### src/dsp_map.svh
// register offsets, field positions and reset values for the slot power register bank
`ifndef DSP_MAP_SVH
`define DSP_MAP_SVH
`define DSP_OFS_CTRL_A     8'h02
`define DSP_OFS_CTRL_B     8'h03
`define DSP_OFS_STAT_A     8'h04
`define DSP_OFS_STAT_B     8'h05
`define DSP_CTRL_RST       8'h00
`define DSP_STAT_RST       8'h00
`define DSP_CTRL_AUX_PG    7
`define DSP_CTRL_PRI_PG    6
`define DSP_CTRL_PRI_EN    1
`define DSP_CTRL_AUX_EN    0
`define DSP_STAT_FAULT     7
`define DSP_STAT_PRI_ON    6
`define DSP_STAT_AUX_ON    5
`define DSP_OC_AUX         4
`define DSP_OC_NEG12       3
`define DSP_OC_POS12       2
`define DSP_OC_FIVE        1
`define DSP_OC_THREE       0
`define DSP_OC_W           5
`define DSP_UNMAPPED_READ  8'h00
`endif

### src/dsp_pkg.sv
// types shared by the slot power register bank
package dsp_pkg;
  typedef logic [7:0] dsp_byte_t;
  typedef logic [4:0] dsp_oc_t;
  typedef enum logic {DSP_SLOT_A, DSP_SLOT_B} dsp_slot_t;
endpackage

### src/dsp_regs.sv
// dual slot power control and status register bank
// Summary of operation
// - slot A control: bit1 primary enable, bit0 aux enable, bits5..2 read zero.
// - slot A control bits 7/6 read aux and primary power good, read-only.
// - slot A control resets to 00h, all slot A outputs off.
// - slot B control: bit1 primary enable, bit0 aux enable, bits5..2 read zero.
// - slot B control bits 7/6 read aux and primary power good, read-only.
// - slot B control resets to 00h, all slot B outputs off.
// - slot A status bit7 mirrors the slot A fault pin state.
// - slot A status bit6 shows actual primary output on state.
// - slot A status bit5 shows actual aux output on state.
// - slot A status bits4..0 are aux, -12V, +12V, 5V, 3V overcurrent flags.
// - writing 1 clears a set flag; interrupt releases once no flag of either slot is set; 0 leaves it.
// - reading a status register has no side effect on the fault pin.
// - slot A status resets to 00h and sits at command 04h.
// - slot B status uses the same layout as slot A.
// - fault bits and pin inactive while a slot is under register control.
// - access only by byte read and byte write with a command byte.
`timescale 1ns/10ps
`include "dsp_map.svh"
module dsp_regs
  import dsp_pkg::*;
#(
  parameter int OC_W = `DSP_OC_W
) (
  input  wire logic            ref_clk_i,
  input  wire logic            rst_i,
  input  wire logic            wr_stb_i,
  input  wire logic            rd_stb_i,
  input  wire logic [7:0]      cmd_i,
  input  wire logic [7:0]      wr_data_i,
  output logic      [7:0]      rd_data_o,
  output logic                 rd_valid_o,
  input  wire logic [1:0]      aux_power_good_i,
  input  wire logic [1:0]      primary_power_good_i,
  input  wire logic [1:0]      primary_on_i,
  input  wire logic [1:0]      aux_on_i,
  input  wire logic [1:0]      on_pin_i,
  input  wire logic [1:0]      slot_aux_on_pin_i,
  input  wire logic [1:0]      fault_pin_state_i,
  input  wire logic [OC_W-1:0] slot_a_oc_event_i,
  input  wire logic [OC_W-1:0] slot_b_oc_event_i,
  output logic                 slot_a_primary_enable_o,
  output logic                 slot_a_aux_enable_o,
  output logic                 slot_b_primary_enable_o,
  output logic                 slot_b_aux_enable_o,
  output logic                 slot_a_fault_n_o,
  output logic                 slot_b_fault_n_o,
  output logic                 int_n_o
);
  logic [1:0]      en_pri_r;
  logic [1:0]      en_aux_r;
  logic [OC_W-1:0] oc_a_r;
  logic [OC_W-1:0] oc_b_r;
  logic [OC_W-1:0] oc_a_nxt;
  logic [OC_W-1:0] oc_b_nxt;
  logic [OC_W-1:0] ev_a_s;
  logic [OC_W-1:0] ev_b_s;
  logic [OC_W-1:0] ev_a_d_r;
  logic [OC_W-1:0] ev_b_d_r;
  dsp_byte_t       rd_data_nxt;
  logic [1:0]      apg_s;
  logic [1:0]      ppg_s;
  logic [1:0]      pon_s;
  logic [1:0]      aon_s;
  logic [1:0]      onp_s;
  logic [1:0]      auxp_s;
  logic [1:0]      flt_s;
  logic [1:0]      reg_ctrl;
  logic            wr_a_stat;
  logic            wr_b_stat;

  initial begin
    if (OC_W != `DSP_OC_W) $error("dsp_regs supports exactly five overcurrent flags per slot");
    if (`DSP_OFS_STAT_A == `DSP_OFS_STAT_B) $error("dsp_regs status offsets collide");
    if (`DSP_OFS_CTRL_A == `DSP_OFS_CTRL_B) $error("dsp_regs control offsets collide");
  end

  // one synchroniser per pin group keeps each group's flops easy to find
  dsp_sync #(.W(2)) u_apg_sync (
    .ref_clk_i (ref_clk_i),
    .rst_i     (rst_i),
    .async_i   (aux_power_good_i),
    .sync_o    (apg_s)
  );

  dsp_sync #(.W(2)) u_ppg_sync (
    .ref_clk_i (ref_clk_i),
    .rst_i     (rst_i),
    .async_i   (primary_power_good_i),
    .sync_o    (ppg_s)
  );

  dsp_sync #(.W(2)) u_pon_sync (
    .ref_clk_i (ref_clk_i),
    .rst_i     (rst_i),
    .async_i   (primary_on_i),
    .sync_o    (pon_s)
  );

  dsp_sync #(.W(2)) u_aon_sync (
    .ref_clk_i (ref_clk_i),
    .rst_i     (rst_i),
    .async_i   (aux_on_i),
    .sync_o    (aon_s)
  );

  dsp_sync #(.W(2)) u_onp_sync (
    .ref_clk_i (ref_clk_i),
    .rst_i     (rst_i),
    .async_i   (on_pin_i),
    .sync_o    (onp_s)
  );

  dsp_sync #(.W(2)) u_auxp_sync (
    .ref_clk_i (ref_clk_i),
    .rst_i     (rst_i),
    .async_i   (slot_aux_on_pin_i),
    .sync_o    (auxp_s)
  );

  dsp_sync #(.W(2)) u_flt_sync (
    .ref_clk_i (ref_clk_i),
    .rst_i     (rst_i),
    .async_i   (fault_pin_state_i),
    .sync_o    (flt_s)
  );

  dsp_sync #(.W(OC_W)) u_eva_sync (
    .ref_clk_i (ref_clk_i),
    .rst_i     (rst_i),
    .async_i   (slot_a_oc_event_i),
    .sync_o    (ev_a_s)
  );

  dsp_sync #(.W(OC_W)) u_evb_sync (
    .ref_clk_i (ref_clk_i),
    .rst_i     (rst_i),
    .async_i   (slot_b_oc_event_i),
    .sync_o    (ev_b_s)
  );

  // a slot counts as register controlled while both of its hot-plug pins are low
  assign reg_ctrl = ~(onp_s | auxp_s);

  function automatic dsp_oc_t oc_next(input dsp_oc_t cur, input dsp_oc_t rise,
                                      input logic wr, input dsp_oc_t clr);
    dsp_oc_t kept;
    kept = wr ? (cur & ~clr) : cur;
    // a new event in the clearing cycle wins over the clear
    return kept | rise;
  endfunction

  function automatic dsp_byte_t stat_byte(input logic flt, input logic pon, input logic aon,
                                          input dsp_oc_t oc, input logic rc);
    return {flt & ~rc, pon, aon, oc};
  endfunction

  function automatic dsp_byte_t ctrl_byte(input logic apg, input logic ppg, input logic pen, input logic aen);
    return {apg, ppg, 4'h0, pen, aen};
  endfunction

  // control enables, reset off
  always_ff @(posedge ref_clk_i) begin
    if (rst_i) begin
      en_pri_r <= 2'b00;
      en_aux_r <= 2'b00;
    end else if (wr_stb_i) begin
      if (cmd_i == `DSP_OFS_CTRL_A) begin
        en_pri_r[DSP_SLOT_A] <= wr_data_i[`DSP_CTRL_PRI_EN];
        en_aux_r[DSP_SLOT_A] <= wr_data_i[`DSP_CTRL_AUX_EN];
      end else if (cmd_i == `DSP_OFS_CTRL_B) begin
        en_pri_r[DSP_SLOT_B] <= wr_data_i[`DSP_CTRL_PRI_EN];
        en_aux_r[DSP_SLOT_B] <= wr_data_i[`DSP_CTRL_AUX_EN];
      end
    end
  end

  // status bits 7..5 ignore writes; only the flag field takes a clear
  assign wr_a_stat = wr_stb_i && (cmd_i == `DSP_OFS_STAT_A);
  assign wr_b_stat = wr_stb_i && (cmd_i == `DSP_OFS_STAT_B);

  // flags latch on a rising event so a held condition does not refire after clear
  always_comb begin
    oc_a_nxt = oc_next(oc_a_r, ev_a_s & ~ev_a_d_r, wr_a_stat, wr_data_i[OC_W-1:0]);
    if (reg_ctrl[DSP_SLOT_A]) begin
      oc_a_nxt = '0;
    end
  end

  always_comb begin
    oc_b_nxt = oc_next(oc_b_r, ev_b_s & ~ev_b_d_r, wr_b_stat, wr_data_i[OC_W-1:0]);
    if (reg_ctrl[DSP_SLOT_B]) begin
      oc_b_nxt = '0;
    end
  end

  // slot A flags and their rise detector
  always_ff @(posedge ref_clk_i) begin
    if (rst_i) begin
      oc_a_r   <= '0;
      ev_a_d_r <= '0;
    end else begin
      oc_a_r   <= oc_a_nxt;
      ev_a_d_r <= ev_a_s;
    end
  end

  // slot B flags and their rise detector
  always_ff @(posedge ref_clk_i) begin
    if (rst_i) begin
      oc_b_r   <= '0;
      ev_b_d_r <= '0;
    end else begin
      oc_b_r   <= oc_b_nxt;
      ev_b_d_r <= ev_b_s;
    end
  end

  // read decode; reads have no side effects on any state
  always_comb begin
    // unmapped commands read zero
    rd_data_nxt = `DSP_UNMAPPED_READ;
    if (cmd_i == `DSP_OFS_CTRL_A) begin
      rd_data_nxt = ctrl_byte(apg_s[DSP_SLOT_A], ppg_s[DSP_SLOT_A],
                              en_pri_r[DSP_SLOT_A], en_aux_r[DSP_SLOT_A]);
    end else if (cmd_i == `DSP_OFS_CTRL_B) begin
      rd_data_nxt = ctrl_byte(apg_s[DSP_SLOT_B], ppg_s[DSP_SLOT_B],
                              en_pri_r[DSP_SLOT_B], en_aux_r[DSP_SLOT_B]);
    end else if (cmd_i == `DSP_OFS_STAT_A) begin
      rd_data_nxt = stat_byte(flt_s[DSP_SLOT_A], pon_s[DSP_SLOT_A], aon_s[DSP_SLOT_A],
                              oc_a_r, reg_ctrl[DSP_SLOT_A]);
    end else if (cmd_i == `DSP_OFS_STAT_B) begin
      rd_data_nxt = stat_byte(flt_s[DSP_SLOT_B], pon_s[DSP_SLOT_B], aon_s[DSP_SLOT_B],
                              oc_b_r, reg_ctrl[DSP_SLOT_B]);
    end
  end

  // data holds between reads so a slow host can fetch it late
  always_ff @(posedge ref_clk_i) begin
    if (rst_i) begin
      rd_data_o  <= 8'h00;
      rd_valid_o <= 1'b0;
    end else begin
      rd_valid_o <= rd_stb_i;
      if (rd_stb_i) begin
        rd_data_o <= rd_data_nxt;
      end
    end
  end

  // slot A enable pins follow the control bits one edge later
  always_ff @(posedge ref_clk_i) begin
    if (rst_i) begin
      slot_a_primary_enable_o <= 1'b0;
      slot_a_aux_enable_o     <= 1'b0;
    end else begin
      slot_a_primary_enable_o <= en_pri_r[DSP_SLOT_A];
      slot_a_aux_enable_o     <= en_aux_r[DSP_SLOT_A];
    end
  end

  // slot B enable pins
  always_ff @(posedge ref_clk_i) begin
    if (rst_i) begin
      slot_b_primary_enable_o <= 1'b0;
      slot_b_aux_enable_o     <= 1'b0;
    end else begin
      slot_b_primary_enable_o <= en_pri_r[DSP_SLOT_B];
      slot_b_aux_enable_o     <= en_aux_r[DSP_SLOT_B];
    end
  end

  // fault pin held until host writes 1 to every set flag of the slot or drops both pins of the slot
  always_ff @(posedge ref_clk_i) begin
    if (rst_i) begin
      slot_a_fault_n_o <= 1'b1;
    end else begin
      slot_a_fault_n_o <= ~(|oc_a_nxt);
    end
  end

  always_ff @(posedge ref_clk_i) begin
    if (rst_i) begin
      slot_b_fault_n_o <= 1'b1;
    end else begin
      slot_b_fault_n_o <= ~(|oc_b_nxt);
    end
  end

  // interrupt taken from the next flag values so it moves with the flags
  always_ff @(posedge ref_clk_i) begin
    if (rst_i) begin
      int_n_o <= 1'b1;
    end else begin
      int_n_o <= ~(|oc_a_nxt | |oc_b_nxt);
    end
  end
endmodule

### src/dsp_sync.sv
// two flip-flop synchroniser for a bank of pin levels
`timescale 1ns/10ps
module dsp_sync #(
  parameter int W = 1
) (
  input  wire logic         ref_clk_i,
  input  wire logic         rst_i,
  input  wire logic [W-1:0] async_i,
  output logic      [W-1:0] sync_o
);
  logic [W-1:0] meta_r;

  initial begin
    if (W < 1) $error("dsp_sync width must be at least 1");
  end

  always_ff @(posedge ref_clk_i) begin
    if (rst_i) begin
      meta_r <= '0;
      sync_o <= '0;
    end else begin
      meta_r <= async_i;
      sync_o <= meta_r;
    end
  end
endmodule

### config.mk
export PLATFORM = sky130hd
export DESIGN_NAME = dsp_regs
export DESIGN_NICKNAME = d
export VERILOG_FILES = /design/src/dsp_pkg.sv /design/src/dsp_regs.sv /design/src/dsp_sync.sv
export VERILOG_INCLUDE_DIRS = /design/src
export SDC_FILE = /design/constraint.sdc
export NUM_CORES = 1
export LEC_CHECK = 0
export ABC_AREA = 1
export BUFFER_PORTS_ARGS = -buffer_cell sky130_fd_sc_hd__buf_2
export CAP_MARGIN = 20
export CORE_MARGIN = 1.5
export CORE_UTILIZATION = 50
export CTS_CLUSTER_DIAMETER = 120
export DETAILED_ROUTE_END_ITERATION = 10
export GPL_TIMING_DRIVEN = 0
export MAX_ROUTING_LAYER = met4
export PLACE_DENSITY = 0.75
export SYNTH_ARGS = -nofsm -noshare
export SYNTH_HDL_FRONTEND = slang
export SYNTH_SLANG_ARGS = --single-unit
### constraint.sdc
create_clock -name ref_clk_i -period 1.4 [get_ports ref_clk_i]
set_input_delay 0 -clock ref_clk_i [delete_from_list [all_inputs] [get_ports ref_clk_i]]
set_output_delay 0 -clock ref_clk_i [all_outputs]
set_load 0.005 [all_outputs]
==> results.py, run 1 <==
metrics = {
    "timing": {
        "drv_slew": 0,
        "period_needed_ns": 1.28,
        "max_slew_margin_pct": 68.5,
        "rsz0062_at_grt": "no",
        "tns_ns": 0,
        "fmax_mhz": 781,
        "clock_skew_ns": 0.00780,
        "worst_pin_slew_ns": 0.472,
        "setup_viol": 0,
        "hold_violations": 0,
        "period_share_pct": 91.4,
    },
    "worst_setup_path": {
        "worstPathArrival_ns": 1.57,
        "crit_family": "simple AND/OR/NAND/NOR gates",
        "endpoint_kind": "flop",
        "startpoint_type": "flop",
        "crit_chain": "or2_2 > clkbuf_1 > nand2_1 > nand3_2 > nor2_1 > nand2_1 > nand2_1",
        "cp.buffers_inverters": 1,
        "cp_slowest_cell": "dfxtp_1",
        "crit_path_frequent_cell": "nand2_1",
        "max_stage_delay_ns": 0.30,
        "crit_type": "reg2reg",
        "crit_fanout": 6,
        "cp.required_ns": 1.69,
    },
    "placement": {
        "dpl.hpwl_um": 4240,
        "port_buffers": 54,
        "gp_congestion": 0.856,
    },
    "grt": {
        "antenna_found_initial": 0,
        "grt_pass1_wl_um": 10400,
        "overflow": 0,
        "grt_use_total_pct": 21.2,
        "grt_pass1_vias": 2471,
        "grt_max_degree": 14,
    },
    "synthesis": {
        "syn_avg_cell_area_um2": 7.95,
        "yosysWarnings": 0,
        "ys_seq_area_share_pct": 56.2,
        "ys_types": 24,
        "synthAdderAreaFrac_pct": 0,
        "synthesis.nets": 438,
        "synth_xor_area_share_pct": 0,
        "synth-seq-cells": 88,
        "netlist_area_um2": 3130,
        "synth-async-reset-ratio_pct": 0,
        "synth_flop_cell": "dfxtp_1",
        "synthMuxAreaShare_pct": 0,
        "synth_top_family_by_area": "simple AND/OR/NAND/NOR gates",
        "synth_simple_gate_area_share_pct": 25.6,
        "syn_inst": 394,
        "synth-compound-area-share_pct": 6.43,
        "synth_edf_count": 0,
    },
    "power_and_ir_drop": {
        "finalPower_mw": 4.62,
        "power_density_nw_per_um2": 1170,
        "p_leak_nw": 1.91,
        "irDropWorstVdd_mv": 0.828,
    },
    "die": {
        "die_h_um": 82.2,
        "io_pins": 60,
        "dieArea_um2": 6750,
        "start_util_pct": 52.3,
        "core_um2": 5990,
        "rows": 28,
        "die_x_um": 82.2,
    },
    "clocking": {
        "clkTransAtPathRegs_ns": 0.08,
        "insertion_delay_ns": 0.35,
        "cts_tree": "yes",
        "postCtsSetupRepairBufs": 0,
        "cts_root_buf": "clkbuf_8",
        "cts_max_path_buffers": 2,
        "numCtsBuffers": 9,
        "clock-sinks": 88,
        "h-tree-depth": 3,
    },
    "layout": {
        "layout_commonest_cell": "dfxtp_1",
        "area_growth_pct": 26.2,
        "num-nets-final": 530,
        "fin_util_pct": 66.0,
        "antenna_cells": 0,
        "mostFrequentLayoutCells": "dfxtp_1, nor2_1, inv_1",
        "drive_gt1_share_pct": 20.8,
    },
    "drt": {
        "drc_errors": 0,
        "wl_um": 5960,
        "via_per_inst": 4.53,
        "num_vias": 2559,
        "drtAntennaViolNets": 0,
        "drt_iter0_drc": 145,
        "wl_per_cell_um": 10.6,
        "firstDrtPassIters": 4,
    },
    "status": {
        "status": "finished clean",
    },
    "min_path": {
        "hp-class": "in2reg",
    },
    "flow_run": {
        "maxCapViolations": 0,
    },
}
## registers in the layout, summed over array words and instances (netlist names), 5 cells and up
register and count:
u_eva_sync.sync_o 5, oc_a_r 5, u_evb_sync.meta_r 5, u_evb_sync.sync_o 5, u_eva_sync.meta_r 5, ev_b_d_r 5, rd_data_o 8, oc_b_r 5
ev_a_d_r 5
## logic make-up after synthesis
| family | Yosys count |
|---|---|
| compound gates | 36 |
| buf+inv | 94 |
| flops | 88 |
| simple gates | 176 |
## timing repair
action	CTS	global route
endpoints found under the hold margin	32	0
hold buffers	27	0
resized for setup	0	0
## path summary, 6_finish.rpt
kind                                                  startpoint                              end  slack [ns]  cells after the start
worst min register to register   u_eva_sync.meta_r[4]$_SDFF_PP0_  u_eva_sync.sync_o[4]$_SDFF_PP0_        0.40                      2
worst min-delay path                                    wr_stb_i         en_pri_r[1]$_SDFFE_PP0P_        0.04                      3
worst max-delay path            u_auxp_sync.sync_o[0]$_SDFF_PP0_               int_n_o$_SDFF_PP1_        0.12                      7
worst max register to register  u_auxp_sync.sync_o[0]$_SDFF_PP0_               int_n_o$_SDFF_PP1_        0.12                      7
## synth_stat cells, types with 2 or more instances
cell type / n / share of area (%)
dfxtp_1: 88 / 56
nor2_1: 82 / 9.8
inv_1: 76 / 9.1
nand2_1: 47 / 5.6
nand3_1: 16 / 2.6
a21oi_1: 14 / 2.2
or2_2: 12 / 2.4
clkbuf_1: 11 / 1.3
o21ai_0: 9 / 1.4
o21ai_1: 8 / 1.3
nor2_2: 6 / 1.2
inv_2: 4 / 0.48
nand3_2: 4 / 1.3
a32o_1: 3 / 0.96
buf_6: 2 / 0.72
nand2_2: 2 / 0.40
nand2_4: 2 / 0.72
nand4_1: 2 / 0.40
## stage by stage
stage | hold slack (ns) | setup WS, ns | instance area, um2 | cells
floorplan | 0.107 | 0.292 | 3130 | 394
global placement | 0.200 | 0.142 | 3500 | 523
detailed placement | 0.206 | 0.120 | 3500 | 523
CTS | 0.0223 | 0.106 | 3960 | 565
global route | 0.0458 | 0.00264 | 3960 | 565
finish | 0.0374 | 0.120 | 3960 | 565
## area by class of cell
cell class	count	area, um2
plain buffers	14	68.8
clock buffers	12	145
clock inverters	3	42.5
fillers	506	2040
inverters	80	300
multi-input cells	212	1000
flip-flops and latches	88	1760
well taps	75	93.8
repair buffers	81	541
## worst min-delay path, delay by kind of cell
| kind | cells | cell delay [ns] |
|---|---|---|
| buffers and inverters | 1 | 0.12 |
| AO/OA/AOI/OAI | 1 | 0.08 |
| AND/OR/NAND/NOR | 1 | 0.14 |
## per-layer routing
| layer | vias to the layer above | share of wire, % | GRT usage (%) |
|---|---|---|---|
| met5 | - | 0 | - |
| met2 | 76 | 50 | 37.2 |
| met3 | 12 | 5.3 | 5.38 |
| li1 | 1350 | - | - |
| met4 | 0 | 1.6 | 8.81 |
| met1 | 1121 | 44 | 22.7 |
## power by group
part | total (mW) | leakage, nW | switching, mW | internal, mW
Clock | 1.66 | 0.0925 | 0.799 | 0.862
Sequential | 2.61 | 0.721 | 0.0206 | 2.59
Combinational | 0.351 | 1.10 | 0.185 | 0.166
Total | 4.62 | 1.91 | 1.00 | 3.61
Note: power is estimated with default switching activity, not from simulation.
==> run 2, diff against run 1 <==
- BUFFER_PORTS_ARGS: -buffer_cell sky130_fd_sc_hd__buf_2 -> default
- DONT_BUFFER_PORTS: default -> 1
- PLACE_DENSITY: 0.75 -> 0.67
==> results.py, run 2 (same netlist as run 1, synthesis figures left out) <==
metrics = {
    "clocking": {
        "insertion_delay_ns": 0.34,
        "cts_resized": 0,
        "cts_root_buf": "clkbuf_8",
        "clock-sinks": 88,
        "numCtsBuffers": 9,
        "h-tree-depth": 3,
        "cts_max_path_buffers": 2,
        "cts_tree": "yes",
        "clkTransAtPathRegs_ns": 0.08,
    },
    "placement": {
        "gp_congestion": 0.891,
        "pre_cts_ws_ns": 0.141,
        "postPlaceCellArea_um2": 3230,
        "dpl.hpwl_um": 3950,
        "port_buffers": 0,
    },
    "timing": {
        "period_share_pct": 91.9,
        "fmax_mhz": 777,
        "period_needed_ns": 1.29,
        "worst_pin_slew_ns": 0.503,
        "tns_ns": 0,
        "setup_viol": 0,
        "hold_violations": 0,
        "drv_slew": 0,
        "worst_hold_slack_ns": 0.0264,
        "clock_skew_ns": 0.00842,
        "setup_slack_ns": 0.113,
        "max_slew_margin_pct": 66.4,
        "rsz0062_at_grt": "no",
    },
    "flow_run": {
        "maxCapViolations": 0,
    },
    "worst_setup_path": {
        "cp.buffers_inverters": 1,
        "worstPathArrival_ns": 1.57,
        "cp.required_ns": 1.69,
        "crit_family": "simple AND/OR/NAND/NOR gates",
        "max_stage_delay_ns": 0.30,
        "cp_slowest_cell": "dfxtp_1",
        "startpoint_type": "flop",
        "crit_fanout": 6,
        "crit_type": "reg2reg",
        "endpoint_kind": "flop",
        "crit_chain": "or2_2 > clkbuf_1 > nand2_1 > nand3_2 > nor2_1 > nand2_1 > nand2_1",
        "crit_path_frequent_cell": "nand2_1",
    },
    "layout": {
        "num-nets-final": 478,
        "antenna_cells": 0,
        "layout_commonest_cell": "dfxtp_1",
        "fin_area_um2": 3720,
        "largest_reg_flops": 8,
        "largest-register": "rd_data_o",
        "mostFrequentLayoutCells": "dfxtp_1, nor2_1, inv_1",
        "drive_gt1_share_pct": 10.7,
        "area_growth_pct": 18.7,
    },
    "die": {
        "core_um2": 5990,
        "rows": 28,
        "io_pins": 60,
        "die_h_um": 82.2,
        "die_x_um": 82.2,
        "dieArea_um2": 6750,
        "start_util_pct": 52.3,
    },
    "grt": {
        "overflow": 0,
        "antenna_found_initial": 0,
        "grt_pass1_wl_um": 9580,
        "grt_max_degree": 14,
        "grt_pass1_vias": 2187,
        "grt_use_total_pct": 19.8,
    },
    "drt": {
        "drc_errors": 0,
        "drtAntennaViolNets": 0,
        "drt_iter0_drc": 157,
        "num_vias": 2335,
        "firstDrtPassIters": 4,
        "via_per_inst": 4.55,
        "wl_per_cell_um": 10.9,
        "wl_um": 5610,
    },
    "power_and_ir_drop": {
        "irDropWorstVdd_mv": 0.950,
        "finalPower_mw": 4.71,
        "power_density_nw_per_um2": 1270,
        "p_leak_nw": 1.70,
    },
    "status": {
        "status": "finished clean",
    },
    "min_path": {
        "hp-class": "in2reg",
    },
}
## run 2: layer usage
layer | vias up | wire (um) | global-route usage (%)
li1 | 1250 | - | -
met1 | 992 | 2610 | 23.7
met2 | 78 | 2530 | 31.1
met3 | 15 | 325 | 4.51
met4 | 0 | 148 | 10.5
met5 | - | 0 | -
## run 2: metrics by stage
stage | instances | util (%)
4_1_cts | 513 | 62.1
3_3_place_gp | 469 | 53.9
5_1_grt | 513 | 62.1
2_1_floorplan | 394 | -
3_5_place_dp | 469 | 53.9
6_report | 513 | 62.1
## run 2: report_power, final
group	leakage, nW	switching (mW)	total, mW	internal (mW)
sequential	0.721	0.0227	2.61	2.59
combinational	0.879	0.161	0.289	0.128
clock	0.0967	0.815	1.81	0.998
## run 2: worst paths after layout
check / cells after the start / slack (ns) / start / to
setup / recovery: 7 / 0.11 / u_auxp_sync.sync_o[0]$_SDFF_PP0_ / int_n_o$_SDFF_PP1_
hold / removal: 5 / 0.03 / wr_data_i[4] / oc_b_r[4]$_SDFF_PP0_
setup reg to reg: 7 / 0.11 / u_auxp_sync.sync_o[0]$_SDFF_PP0_ / int_n_o$_SDFF_PP1_
hold reg to reg: 2 / 0.39 / u_ppg_sync.meta_r[1]$_SDFF_PP0_ / u_ppg_sync.sync_o[1]$_SDFF_PP0_
## run 2: layout make-up
| class | count | area [um2] |
|---|---|---|
| fill | 534 | 2270 |
| sequential | 88 | 1760 |
| multi-input combinational | 212 | 1000 |
| buffer | 14 | 68.8 |
| clock inverter | 3 | 67.6 |
| inverter | 80 | 300 |
| clock buffer | 12 | 135 |
| tap | 75 | 93.8 |
| timing repair buffer | 29 | 290 |
## run 2: worst reg2reg max path: stages, from the launching register on
cell and delay [ns]:
dfxtp_1 0.30, or2_2 0.28, clkbuf_1 0.21, nand2_1 0.16, nand3_2 0.09, nor2_1 0.09
nand2_1 0.06, nand2_1 0.05
## run 2: what timing repair did
action	CTS	global route
endpoints found under the hold margin	41	0
hold buffers	29	0
setup buffers	0	0
